--- src/logic/eip_consts.vh ---
// Register map, field positions and reset values of the priority select block
`ifndef EIP_CONSTS_VH
`define EIP_CONSTS_VH

// ---------------------------------------------------------------------------
// Register map
// ---------------------------------------------------------------------------
`define EIP_ADDR_W          12
`define EIP_OFS_PRIORITY    12'h000
`define EIP_OFS_REQUEST     12'h004
`define EIP_OFS_GRANT       12'h008
`define EIP_RST_PRIORITY    8'h00

// ---------------------------------------------------------------------------
// Field positions in the priority register
// ---------------------------------------------------------------------------
`define EIP_BIT_CLOCK_VALID 7
`define EIP_BIT_SECOND_UART 6
`define EIP_BIT_EXT_IRQ7    5
`define EIP_BIT_EXT_IRQ6    4
`define EIP_BIT_CONV1_DONE  3
`define EIP_BIT_TIMER4      2
`define EIP_BIT_CONV0_DONE  1
`define EIP_BIT_TIMER3      0

// ---------------------------------------------------------------------------
// Grant encoding
// ---------------------------------------------------------------------------
`define EIP_NUM_SRC         8
`define EIP_IDX_W           3
`define EIP_IDX_NONE        3'h0

`endif

--- src/logic/eip_priority_select.v ---
// Extended interrupt priority register with two-level arbitration of eight sources
// What this block does
// - Bits 7..0 rank clock valid, uart 2, irq 7, irq 6, conv 1, timer 4, conv 0, timer 3.
// - A one in a field puts its source at high priority and a zero at low priority.
// - Bit 4 sets only the priority of external interrupt 6 and never its enable.
// - Bit 3 sets converter 1 done to high priority when one, like every other field.

`include "eip_consts.vh"

module eip_priority_select (
  input  wire        clock_in,
  input  wire        rst_b_in,
  input  wire        psel_in,
  input  wire        penable_in,
  input  wire        pwrite_in,
  input  wire [11:0] paddr_in,
  input  wire [31:0] pwdata_in,
  input  wire [3:0]  pstrb_in,
  output wire        pready_out,
  output reg  [31:0] prdata_out,
  output wire        pslverr_out,
  input  wire [7:0]  irq_request_in,
  input  wire        service_done_in,
  output wire [7:0]  priority_level_out,
  output reg         grant_valid_out,
  output reg  [2:0]  grant_index_out,
  output reg         grant_high_out
);

  // -------------------------------------------------------------------------
  // Register state
  // -------------------------------------------------------------------------
  reg  [7:0] extended_irq_priority_one_ff;
  reg  [7:0] nxt_priority;
  reg        active_ff;
  reg        active_high_ff;
  reg  [2:0] active_index_ff;

  // -------------------------------------------------------------------------
  // Address decode
  // -------------------------------------------------------------------------
  // One compare per register, shared by the write path and the read mux
  function hit_of;
    input [11:0] addr;
    input [11:0] ofs;
    begin
      hit_of = (addr == ofs);
    end
  endfunction

  wire       access    = psel_in & penable_in;
  wire       wr_en     = access & pwrite_in;
  wire       rd_setup  = psel_in & ~penable_in & ~pwrite_in;
  wire       hit_prio  = hit_of(paddr_in, `EIP_OFS_PRIORITY);
  wire       hit_req   = hit_of(paddr_in, `EIP_OFS_REQUEST);
  wire       hit_grant = hit_of(paddr_in, `EIP_OFS_GRANT);
  wire       mapped    = hit_prio | hit_req | hit_grant;

  // Zero wait states; unmapped addresses answer with an error
  assign pready_out  = 1'b1;
  assign pslverr_out = access & ~mapped;

  // -------------------------------------------------------------------------
  // Named fields
  // -------------------------------------------------------------------------
  // Built from the field positions so a remap touches only the header
  wire       clock_valid_priority = extended_irq_priority_one_ff[`EIP_BIT_CLOCK_VALID];
  wire       second_uart_priority = extended_irq_priority_one_ff[`EIP_BIT_SECOND_UART];
  wire       ext_irq7_priority    = extended_irq_priority_one_ff[`EIP_BIT_EXT_IRQ7];
  wire       ext_irq6_priority    = extended_irq_priority_one_ff[`EIP_BIT_EXT_IRQ6];
  wire       conv1_done_priority  = extended_irq_priority_one_ff[`EIP_BIT_CONV1_DONE];
  wire       timer4_priority      = extended_irq_priority_one_ff[`EIP_BIT_TIMER4];
  wire       conv0_done_priority  = extended_irq_priority_one_ff[`EIP_BIT_CONV0_DONE];
  wire       timer3_priority      = extended_irq_priority_one_ff[`EIP_BIT_TIMER3];

  // Outputs follow the register directly so arbitration sees a write at once
  assign priority_level_out = {clock_valid_priority, second_uart_priority, ext_irq7_priority,
                               ext_irq6_priority, conv1_done_priority, timer4_priority,
                               conv0_done_priority, timer3_priority};

  // -------------------------------------------------------------------------
  // Priority register
  // -------------------------------------------------------------------------
  // Upper lanes carry no fields, so only strobe lane 0 gates the write
  always @* begin
    nxt_priority = extended_irq_priority_one_ff;
    if (wr_en && hit_prio && pstrb_in[0]) begin
      nxt_priority = pwdata_in[7:0];
    end
  end

  always @(posedge clock_in or negedge rst_b_in) begin
    if (!rst_b_in) begin
      extended_irq_priority_one_ff <= `EIP_RST_PRIORITY;
    end else begin
      extended_irq_priority_one_ff <= nxt_priority;
    end
  end

  // -------------------------------------------------------------------------
  // Read mux
  // -------------------------------------------------------------------------
  // Loaded in the setup cycle so the word stands through the access phase
  wire [31:0] status_word = {27'h0, active_ff, active_high_ff, active_index_ff};
  reg  [31:0] nxt_prdata;

  always @* begin
    nxt_prdata = prdata_out;
    if (rd_setup) begin
      case ({hit_prio, hit_req, hit_grant})
        3'b100: begin
          nxt_prdata = {24'h00_0000, extended_irq_priority_one_ff};
        end
        3'b010: begin
          nxt_prdata = {24'h00_0000, irq_request_in};
        end
        3'b001: begin
          nxt_prdata = status_word;
        end
        default: begin
          nxt_prdata = 32'h0000_0000;
        end
      endcase
    end
  end

  always @(posedge clock_in or negedge rst_b_in) begin
    if (!rst_b_in) begin
      prdata_out <= 32'h0000_0000;
    end else begin
      prdata_out <= nxt_prdata;
    end
  end

  // -------------------------------------------------------------------------
  // Arbitration
  // -------------------------------------------------------------------------
  // Lowest index wins a tie, so timer 3 beats everything at its own level
  function [3:0] pick_first;
    input [7:0] req;
    integer i;
    begin
      pick_first = {1'b0, `EIP_IDX_NONE};
      for (i = 7; i >= 0; i = i - 1) begin
        if (req[i]) begin
          pick_first = {1'b1, i[2:0]};
        end
      end
    end
  endfunction

  // Enable masking lives elsewhere; bit 4 feeds only the level split
  wire [7:0] high_req;
  wire [7:0] low_req;
  genvar     g;

  generate
    for (g = 0; g < `EIP_NUM_SRC; g = g + 1) begin : g_split
      assign high_req[g] = irq_request_in[g] & extended_irq_priority_one_ff[g];
      assign low_req[g]  = irq_request_in[g] & ~extended_irq_priority_one_ff[g];
    end
  endgenerate

  wire [3:0] high_pick = pick_first(high_req);
  wire [3:0] low_pick  = pick_first(low_req);

  // -------------------------------------------------------------------------
  // Arbitration state
  // -------------------------------------------------------------------------
  // A service ends on service_done_in or, for a low service, on pre-emption, never when its request drops
  reg        nxt_active;
  reg        nxt_high;
  reg  [2:0] nxt_index;

  always @* begin
    nxt_active = active_ff;
    nxt_high   = active_high_ff;
    nxt_index  = active_index_ff;
    if (active_ff && service_done_in) begin
      nxt_active = 1'b0;
    end
    if (!nxt_active) begin
      if (high_pick[3]) begin
        nxt_active = 1'b1;
        nxt_high   = 1'b1;
        nxt_index  = high_pick[2:0];
      end else if (low_pick[3]) begin
        nxt_active = 1'b1;
        nxt_high   = 1'b0;
        nxt_index  = low_pick[2:0];
      end
    end else if (!active_high_ff && high_pick[3]) begin
      // Pre-emption; a low request never displaces a high service
      nxt_high  = 1'b1;
      nxt_index = high_pick[2:0];
    end
  end

  always @(posedge clock_in or negedge rst_b_in) begin
    if (!rst_b_in) begin
      active_ff       <= 1'b0;
      active_high_ff  <= 1'b0;
      active_index_ff <= `EIP_IDX_NONE;
    end else begin
      active_ff       <= nxt_active;
      active_high_ff  <= nxt_high;
      active_index_ff <= nxt_index;
    end
  end

  // -------------------------------------------------------------------------
  // Grant outputs
  // -------------------------------------------------------------------------
  // High and index keep their last values while no source is in service
  always @* begin
    grant_valid_out = active_ff;
    grant_high_out  = active_high_ff;
    grant_index_out = active_index_ff;
  end

endmodule // eip_priority_select

--- config.mk ---
export PLATFORM = sky130hd
export DESIGN_NAME = eip_priority_select
export DESIGN_NICKNAME = d
export VERILOG_FILES = /design/src/logic/eip_priority_select.v
export VERILOG_INCLUDE_DIRS = /design/src /design/src/logic
export SDC_FILE = /design/constraint.sdc
export NUM_CORES = 1
export LEC_CHECK = 0
export BUFFER_PORTS_ARGS = -buffer_cell sky130_fd_sc_hd__buf_2
export CORE_ASPECT_RATIO = 1.4
export CORE_UTILIZATION = 36
export DETAILED_ROUTE_END_ITERATION = 8
export GPL_TIMING_DRIVEN = 0
export PLACE_DENSITY = 0.84
export SLEW_MARGIN = 25
export SYNTH_ARGS = -nofsm -noshare
export SYNTH_HDL_FRONTEND = slang
export SYNTH_SLANG_ARGS = --single-unit
--- constraint.sdc ---
create_clock -name clock_in -period 1.87 [get_ports clock_in]
set_input_delay 0.187 -clock clock_in [delete_from_list [all_inputs] [get_ports clock_in]]
set_output_delay 0.187 -clock clock_in [all_outputs]
set_load 0.01 [all_outputs]
==> results of run 1 <==
==> final cells by class <==
class | instances | area [µm²]
fillers | 357 | 1780
well taps | 42 | 52.6
repair buffers | 60 | 313
flip-flops and latches | 21 | 527
multi-input cells | 124 | 823
plain buffers | 26 | 191
clock buffers | 4 | 45.0
inverters | 2 | 7.51
==> sequential cells by signal, indices dropped and copies added, names as in the netlist <==
name and count:
grant_valid_out 1, grant_high_out 1, grant_index_out 3, priority_level_out 8
prdata_out 8
==> synthesized netlist by cell type <==
library cell / n / area, µm²
a32o_1: 2 / 20.0
conb_1: 2 / 7.51
clkbuf_1: 1 / 3.75
o32ai_1: 1 / 8.76
a211o_1: 1 / 8.76
o21a_1: 1 / 7.51
nor3_1: 1 / 5.00
nor3_4: 1 / 16.3
nand2_1: 17 / 63.8
nor4_1: 2 / 12.5
nand4_1: 2 / 12.5
a22oi_1: 1 / 7.51
a21oi_1: 4 / 20.0
or3_4: 1 / 11.3
o31ai_1: 2 / 15.0
inv_1: 2 / 7.51
o21ai_0: 9 / 45.0
nor4bb_1: 1 / 10.0
and2_1: 1 / 6.26
a31o_2: 1 / 8.76
nand2b_1: 3 / 18.8
nor2_1: 4 / 15.0
or2_2: 1 / 6.26
or4_4: 1 / 11.3
dfrtp_1: 21 / 526
mux2i_1: 8 / 80.1
nand3_1: 1 / 5.00
a211oi_1: 1 / 7.51
nor2b_1: 7 / 43.8
a22o_1: 10 / 87.6
a2111oi_0: 1 / 8.76
mux2_2: 11 / 124
buf_4: 25 / 188
and3_1: 1 / 6.26
a31oi_1: 2 / 12.5
==> kinds of logic after synthesis <==
family                 Yosys count
buffers and inverters           28
AOI/OAI and AO/OA               36
muxes                           19
DFF                             21
and+or+nand+nor                 44
other                            2
==> worst max path at each step <==
| stage | from | end | slack (ns) |
|---|---|---|---|
| after floorplan | paddr_in[1] | priority_level_out[0]$_DFFE_PN0P_ | 0.01 |
| after global placement | paddr_in[1] | priority_level_out[0]$_DFFE_PN0P_ | -0.21 |
| after detailed placement | paddr_in[1] | priority_level_out[3]$_DFFE_PN0P_ | -0.24 |
| after CTS | priority_level_out[7]$_DFFE_PN0P_ | grant_index_out[0]$_DFFE_PN0P_ | 0.03 |
| after global routing | priority_level_out[6]$_DFFE_PN0P_ | grant_index_out[0]$_DFFE_PN0P_ | -0.01 |
| final | priority_level_out[0]$_DFFE_PN0P_ | grant_index_out[2]$_DFFE_PN0P_ | 0.05 |
==> stage by stage <==
step | setup WS [ns] | utilization, % | hold slack, ns | instances | TNS [ns]
global route | -0.0142 | 52.4 | 0.154 | 279 | -0.0287
CTS | 0.0266 | 51.9 | 0.154 | 277 | 0
global placement | -0.208 | 49.8 | 0.167 | 271 | -1.86
detailed placement | -0.243 | 49.8 | 0.170 | 271 | -2.21
finish | 0.0515 | 52.4 | 0.153 | 279 | 0
floorplan | 0.0145 | - | -0.109 | 173 | 0
==> power breakdown <==
part,internal [mW],total (mW),leakage (nW),switching [mW]
Clock,0.152,0.300,0.0228,0.148
Combinational,0.0920,0.187,0.754,0.0953
Sequential,0.458,0.461,0.285,0.00334
==> routing by layer <==
layer  track usage [%]  vias to the layer above
met4              5.50                        0
met5                 0                        -
met2              31.1                       71
met1              15.5                      627
li1                  -                      673
met3              2.53                        9
==> repair_timing <==
action,4_1_cts,5_1_grt
hold buffers,1,0
setup endpoints to repair,3,8
pin swaps,1,4
resized for setup,2,3
hold endpoints to repair,21,0
setup buffers,1,2
==> results.yml, run 1 <==
synthesis:
  synth_compound_area_share_pct: 17.9
  synthMuxAreaShare_pct: 14.2
  synth-warning-count: 0
  synth.distinct_cells: 35
  syn_inst: 150
  yosysSeqAreaShare_pct: 36.6
  yosys.area_share.simple_pct: 17.0
  synthAdderAreaFrac_pct: 0
  ys_ff_latch: 21
  syn_avg_cell_area_um2: 9.58
  syn_area_um2: 1440
  synth_top_family_by_area: "compound AO/OA/AOI/OAI gates"
  synth_xor_area_share_pct: 0
route:
  firstDrtPassIters: 4
  final_antenna_net_count: 0
  wl_met3_um: 226
  dr.max_layer_used: "met4"
  drt_iter0_markers: 41
  wire_per_inst_um: 12.1
  vias_per_cell: 4.95
  via_count: 1380
  drc_errors: 0
  met2WireLength_um: 1800
  wl_um: 3380
  wl_met1_um: 1280
clock_tree:
  cts_made_buffers: 3
  ctsRootBufferMaster: "clkbuf_8"
  cts.sinks: 21
  clk_latency_ns: 0.26
  path_clk_slew_ns: 0.08
  tritoncts: "built"
  cts_buffer_depth: 2
  cts_htree_levels: 1
timing:
  finalSetupViolCount: 0
  max_clock_freq_ghz: 0.550
  max_slew_margin_pct: 50.1
  fin_crit_sh_pct: 97.2
  slew_viol_final: 0
  timing.final.crit_period_ns: 1.82
  fin_worst_skew_ns: 0.00442
  tightest_slew_ns: 0.749
  hold_viol: 0
floorplan:
  die_y_um: 76.8
  core_area_um2: 3740
  initial_core_util_pct: 38.4
  num_rows: 26
  die_width_um: 55.4
  dieArea_um2: 4250
  io_pins: 109
setup_path:
  crit_type: "reg2reg"
  cp_slowest_cell: "dfrtp_1"
  cp.arrival_ns: 2.02
  cpPeakStageDelay_ns: 0.45
  rr_endpoint: "grant_index_out[2]$_DFFE_PN0P_"
  r2r_setup_slack_ns: 0.05
  path_max_fanout: 6
  crit_family: "compound AO/OA/AOI/OAI gates"
  required_ns: 2.07
  worstSetupEndpointType: "register"
  worstReg2RegStart: "priority_level_out[0]$_DFFE_PN0P_"
  startpoint_type: "register"
  cp.depth: 6
  worstPathCellList: "a22o_2, nor4_4, buf_4, nand3_1, o32ai_1, mux2_2"
  critical_path_buf_inv_count: 1
  reg2regPathDepth: 6
layout:
  fin_nets: 300
  layout-drive-gt1-share_pct: 45.1
  syn_to_final_growth_pct: 36.3
  n_antenna_cell: 0
  post-route-cell-area_um2: 1960
  layout_common_cells: "56 x buf_2, 28 x buf_4, 25 x conb_1, 20 x dfrtp_1, 17 x nand2_1"
  layout_commonest_cell: "buf_2"
hold_path:
  holdPathStages: 2
  hold_class: "in2reg"
  hold_end: "priority_level_out[6]$_DFFE_PN0P_"
  hold_start: "pwdata_in[6]"
global_route:
  grt_first_pass_wirelength_um: 5340
  track_usage_pct: 15.5
  grt_max_degree: 22
  grt_pass1_vias: 1261
  antenna_found_initial: 0
  grt_remaining_overflow: 0
flow_run:
  drv_cap: 0
pwr:
  peakVddDrop_v: 0.000391
  p_per_area_nw_per_um2: 484
  power.total_uw: 948
  p_leak_nw: 1.06
placement:
  placed_area_um2: 1860
  port_buffers: 56
  dp_hpwl_um: 2750
  gp_congestion: 0.825
run_status:
  status: "finished clean"
Power figures use the tool's default switching activity.
==> inputs of run 2 (changes only) <==
--- a/config.mk
+++ b/config.mk
@@ -11,6 +11,7 @@
 export CORE_UTILIZATION = 36
 export DETAILED_ROUTE_END_ITERATION = 8
 export GPL_TIMING_DRIVEN = 0
+export MAX_ROUTING_LAYER = met4
 export PLACE_DENSITY = 0.84
 export SLEW_MARGIN = 25
 export SYNTH_ARGS = -nofsm -noshare
==> results.yml, run 2 (synthesized netlist as in run 1, its figures left out) <==
global_route:
  antenna_found_initial: 0
  grt_remaining_overflow: 0
  grt_max_degree: 22
  grt_first_pass_wirelength_um: 5330
  track_usage_pct: 15.9
  grt_pass1_vias: 1261
pwr:
  combPwrFrac_pct: 19.7
  seq_power_share_pct: 48.6
  p_leak_nw: 1.06
  peakVddDrop_v: 0.000390
  p_per_area_nw_per_um2: 484
  p_sw_share_pct: 26.0
  pwr-share-clk_pct: 31.6
  power.internal_uw: 701
  switchingPower_uw: 247
  power.total_uw: 948
setup_path:
  crit_family: "compound AO/OA/AOI/OAI gates"
  critPathCapture: "grant_index_out[2]$_DFFE_PN0P_"
  cp_slowest_cell: "dfrtp_1"
  cp.depth: 6
  startpoint_type: "register"
  cpPeakStageDelay_ns: 0.44
  worstReg2RegStart: "priority_level_out[0]$_DFFE_PN0P_"
  required_ns: 2.07
  crit_type: "reg2reg"
  worstPathCellList: "a22o_2, nor4_4, buf_4, nand3_1, o32ai_1, mux2_2"
  critical_path_buf_inv_count: 1
  worstSetupEndpointType: "register"
  cp.arrival_ns: 2.02
  crit_path_start: "priority_level_out[0]$_DFFE_PN0P_"
  path_max_fanout: 6
  rr_endpoint: "grant_index_out[2]$_DFFE_PN0P_"
  reg2regPathDepth: 6
  r2r_setup_slack_ns: 0.05
route:
  drt_iter0_markers: 29
  wire_per_inst_um: 12.1
  wl_um: 3380
  firstDrtPassIters: 4
  via_count: 1389
  final_antenna_net_count: 0
  vias_per_cell: 4.98
  drc_errors: 0
placement:
  port_buffers: 56
  gp_congestion: 0.838
  placedCellCount: 271
  dp_hpwl_um: 2750
timing:
  hold_viol: 0
  finalSetupViolCount: 0
  max_slew_margin_pct: 50.9
  fin_crit_sh_pct: 97.1
  fin_setup_tns_ns: 0
  slew_viol_final: 0
  max_clock_freq_ghz: 0.551
  timing.final.crit_period_ns: 1.82
  tightest_slew_ns: 0.736
  fin_worst_skew_ns: 0.00429
clock_tree:
  path_clk_slew_ns: 0.08
  cts_htree_levels: 1
  ctsRootBufferMaster: "clkbuf_8"
  clk_latency_ns: 0.26
  cts_buffer_depth: 2
  tritoncts: "built"
  cts_made_buffers: 3
  cts.sinks: 21
layout:
  n_antenna_cell: 0
  fin_cells: 279
  layout-drive-gt1-share_pct: 45.1
  fin_nets: 300
  syn_to_final_growth_pct: 36.3
  layout_common_cells: "56 x buf_2, 28 x buf_4, 25 x conb_1, 20 x dfrtp_1, 17 x nand2_1"
  layout_commonest_cell: "buf_2"
floorplan:
  num_rows: 26
  die_y_um: 76.8
  die_width_um: 55.4
  io_pins: 109
  initial_core_util_pct: 38.4
  dieArea_um2: 4250
  core_area_um2: 3740
run_status:
  status: "finished clean"
flow_run:
  drv_cap: 0
hold_path:
  hold_class: "in2reg"
## run 2: cell counts in the layout (fill, tap and decap cells not counted)
No cell type changed its count.
## run 2: final cells by class
| class | count | area (µm²) |
|---|---|---|
| multi-input cells | 124 | 823 |
| inverters | 2 | 7.51 |
| plain buffers | 26 | 191 |
| fillers | 357 | 1780 |
| repair buffers | 60 | 313 |
| flip-flops and latches | 21 | 527 |
| well taps | 42 | 52.6 |
| clock buffers | 4 | 45.0 |
## run 2: what timing repair did
item / CTS / global route
pin swaps: 1 / 4
resized for setup: 2 / 3
setup endpoints to repair: 3 / 8
hold buffers: 1 / 0
hold endpoints to repair: 21 / 0
buffers inserted: 1 / 2
## run 2: through the flow
| step | cell area, µm² | hold slack (ns) | utilization, % | worst slack [ns] |
|---|---|---|---|---|
| floorplan | 1530 | -0.109 | - | 0.0145 |
| global placement | 1860 | 0.167 | 49.8 | -0.208 |
| detailed placement | 1860 | 0.170 | 49.8 | -0.243 |
| CTS | 1940 | 0.154 | 51.9 | 0.0266 |
| global route | 1960 | 0.154 | 52.4 | -0.0142 |
| finish | 1960 | 0.154 | 52.4 | 0.0543 |
## run 2: power by group through the flow
stage          clock network, mW  logic (mW)  registers (mW)
4_1_cts                    0.304       0.185           0.461
3_5_place_dp                   0       0.182           0.470
3_3_place_gp                   0       0.179           0.470
5_1_grt                    0.323       0.205           0.461
6_report                   0.300       0.187           0.461
2_1_floorplan                  0       0.111           0.471
## run 2: how the worst min path moves through the flow
stage / from / endpoint / slack (ns) / cells past startpoint
after global placement: rst_b_in / prdata_out[6]$_DFFE_PN0P_ / 0.17 / 1
after global routing: pwdata_in[7] / priority_level_out[7]$_DFFE_PN0P_ / 0.15 / 2
after detailed placement: rst_b_in / prdata_out[7]$_DFFE_PN0P_ / 0.17 / 1
final: pwdata_in[6] / priority_level_out[6]$_DFFE_PN0P_ / 0.15 / 2
after floorplan: rst_b_in / grant_high_out$_DFFE_PN0P_ / -0.11 / 0
after CTS: pwdata_in[7] / priority_level_out[7]$_DFFE_PN0P_ / 0.15 / 2
## run 2: per-layer routing
| metal | track usage, % | share of wire [%] | vias up |
|---|---|---|---|
| met5 | - | 0 | - |
| met2 | 31.3 | 54 | 74 |
| li1 | - | - | 673 |
| met1 | 15.2 | 38 | 633 |
| met4 | 5.50 | 2.2 | 0 |
| met3 | 2.53 | 6.5 | 9 |
==> inputs of run 3 (changes only) <==
--- a/config.mk
+++ b/config.mk
@@ -13,6 +13,7 @@
 export GPL_TIMING_DRIVEN = 0
 export MAX_ROUTING_LAYER = met4
 export PLACE_DENSITY = 0.84
+export RECOVER_POWER = 50
 export SLEW_MARGIN = 25
 export SYNTH_ARGS = -nofsm -noshare
 export SYNTH_HDL_FRONTEND = slang
==> results.yml, run 3 (synthesized netlist as in run 1, its figures left out) <==
setup_path:
  crit_type: "reg2reg"
  startpoint_type: "register"
  required_ns: 2.07
  path_max_fanout: 6
  reg2regPathDepth: 6
  worstPathCellList: "a22o_2, nor4_4, buf_4, nand3_1, o32ai_1, mux2_2"
  cpPeakStageDelay_ns: 0.44
  crit_family: "compound AO/OA/AOI/OAI gates"
  worstReg2RegStart: "priority_level_out[0]$_DFFE_PN0P_"
  cp.arrival_ns: 2.02
  critical_path_buf_inv_count: 1
  rr_endpoint: "grant_index_out[2]$_DFFE_PN0P_"
  worstSetupEndpointType: "register"
  r2r_setup_slack_ns: 0.05
  cp_slowest_cell: "dfrtp_1"
flow_run:
  drv_cap: 0
floorplan:
  initial_core_util_pct: 38.4
  die_width_um: 55.4
  core_area_um2: 3740
  die_y_um: 76.8
  num_rows: 26
  io_pins: 109
  dieArea_um2: 4250
timing:
  tightest_slew_ns: 1.12
  max_slew_margin_pct: 25.4
  worst_slack_ns: 0.0543
  finalSetupViolCount: 0
  fin_crit_sh_pct: 97.1
  hold_viol: 0
  max_clock_freq_ghz: 0.551
  fin_worst_skew_ns: 0.00439
  timing.final.crit_period_ns: 1.82
  slew_viol_final: 0
layout:
  fin_cells: 279
  layout_commonest_cell: "buf_2"
  fillers: 359
  fin_nets: 300
  multi_input_area_um2: 823
  n_antenna_cell: 0
  syn_to_final_growth_pct: 35.4
  regArea_um2: 527
  post-route-cell-area_um2: 1950
  layout-drive-gt1-share_pct: 40.9
  layout_common_cells: "46 x buf_2, 28 x buf_4, 25 x conb_1, 20 x dfrtp_1, 17 x nand2_1"
clock_tree:
  cts_buffer_depth: 2
  clk_latency_ns: 0.26
  cts.sinks: 21
  cts_made_buffers: 3
  ctsRootBufferMaster: "clkbuf_8"
  path_clk_slew_ns: 0.08
  tritoncts: "built"
  cts_htree_levels: 1
global_route:
  grt_remaining_overflow: 0
  antenna_found_initial: 0
  grt_max_degree: 22
  track_usage_pct: 15.9
  grt_pass1_vias: 1261
  grt_first_pass_wirelength_um: 5330
placement:
  gp_congestion: 0.838
  dp_hpwl_um: 2750
  pre_cts_ws_ns: -0.243
  port_buffers: 56
  placedCellCount: 271
  placed_area_um2: 1860
pwr:
  peakVddDrop_v: 0.000390
  p_per_area_nw_per_um2: 486
  p_leak_nw: 1.02
  power.total_uw: 947
route:
  vias_per_cell: 4.97
  met2WireLength_um: 1810
  via_count: 1386
  wl_um: 3400
  drc_errors: 0
  dr.max_layer_used: "met4"
  firstDrtPassIters: 4
  final_antenna_net_count: 0
  wl_met3_um: 225
  wire_per_inst_um: 12.2
  drt_iter0_markers: 33
  wl_met1_um: 1290
run_status:
  status: "finished clean"
hold_path:
  hold_start: "pwdata_in[6]"
  hold_class: "in2reg"
  hold_end: "priority_level_out[6]$_DFFE_PN0P_"
  holdPathStages: 2
run 3: final cells by class:
type	instances	share of cell area [%]
inverter	2	0.386
clock buffer	4	2.31
timing repair buffer	60	15.4
buffer	26	9.83
sequential	21	27.1
multi-input combinational	124	42.3
tap	42	2.70
run 3: repair_timing:
action                                  4_1_cts  5_1_grt
pin swaps                                     1        4
endpoints found under the setup margin        3        8
gates resized for setup                       2        3
hold buffers                                  1        0
buffers inserted                              1        2
endpoints found under the hold margin        21        0
cloned                                        0        0
run 3: power by group:
part	switching, mW	internal (mW)	total (mW)
Clock	0.148	0.152	0.300
Combinational	0.0951	0.0912	0.186
Sequential	0.00339	0.458	0.461
Total	0.247	0.700	0.947
run 3: per-stage QoR:
step	utilization [%]	hold slack [ns]	TNS [ns]
final	52.0	0.154	0
after global routing	52.0	0.154	-0.0287
after CTS	51.9	0.154	0
after detailed placement	49.8	0.170	-2.21
after global placement	49.8	0.167	-1.86
after floorplan	-	-0.109	0
run 3: how the worst max path moves through the flow:
stage	startpoint	to	slack [ns]	depth (start not counted)
5_1_grt	priority_level_out[6]$_DFFE_PN0P_	grant_index_out[0]$_DFFE_PN0P_	-0.01	5
4_1_cts	priority_level_out[7]$_DFFE_PN0P_	grant_index_out[0]$_DFFE_PN0P_	0.03	4
3_3_place_gp	paddr_in[1]	priority_level_out[0]$_DFFE_PN0P_	-0.21	5
2_1_floorplan	paddr_in[1]	priority_level_out[0]$_DFFE_PN0P_	0.01	4
6_report	priority_level_out[0]$_DFFE_PN0P_	grant_index_out[2]$_DFFE_PN0P_	0.05	6
3_5_place_dp	paddr_in[1]	priority_level_out[3]$_DFFE_PN0P_	-0.24	5
run 3: metal layers:
layer	vias up	GRT usage (%)
li1	673	-
met1	632	15.2
met2	72	31.3
met3	9	2.53
met4	0	5.50
met5	-	-
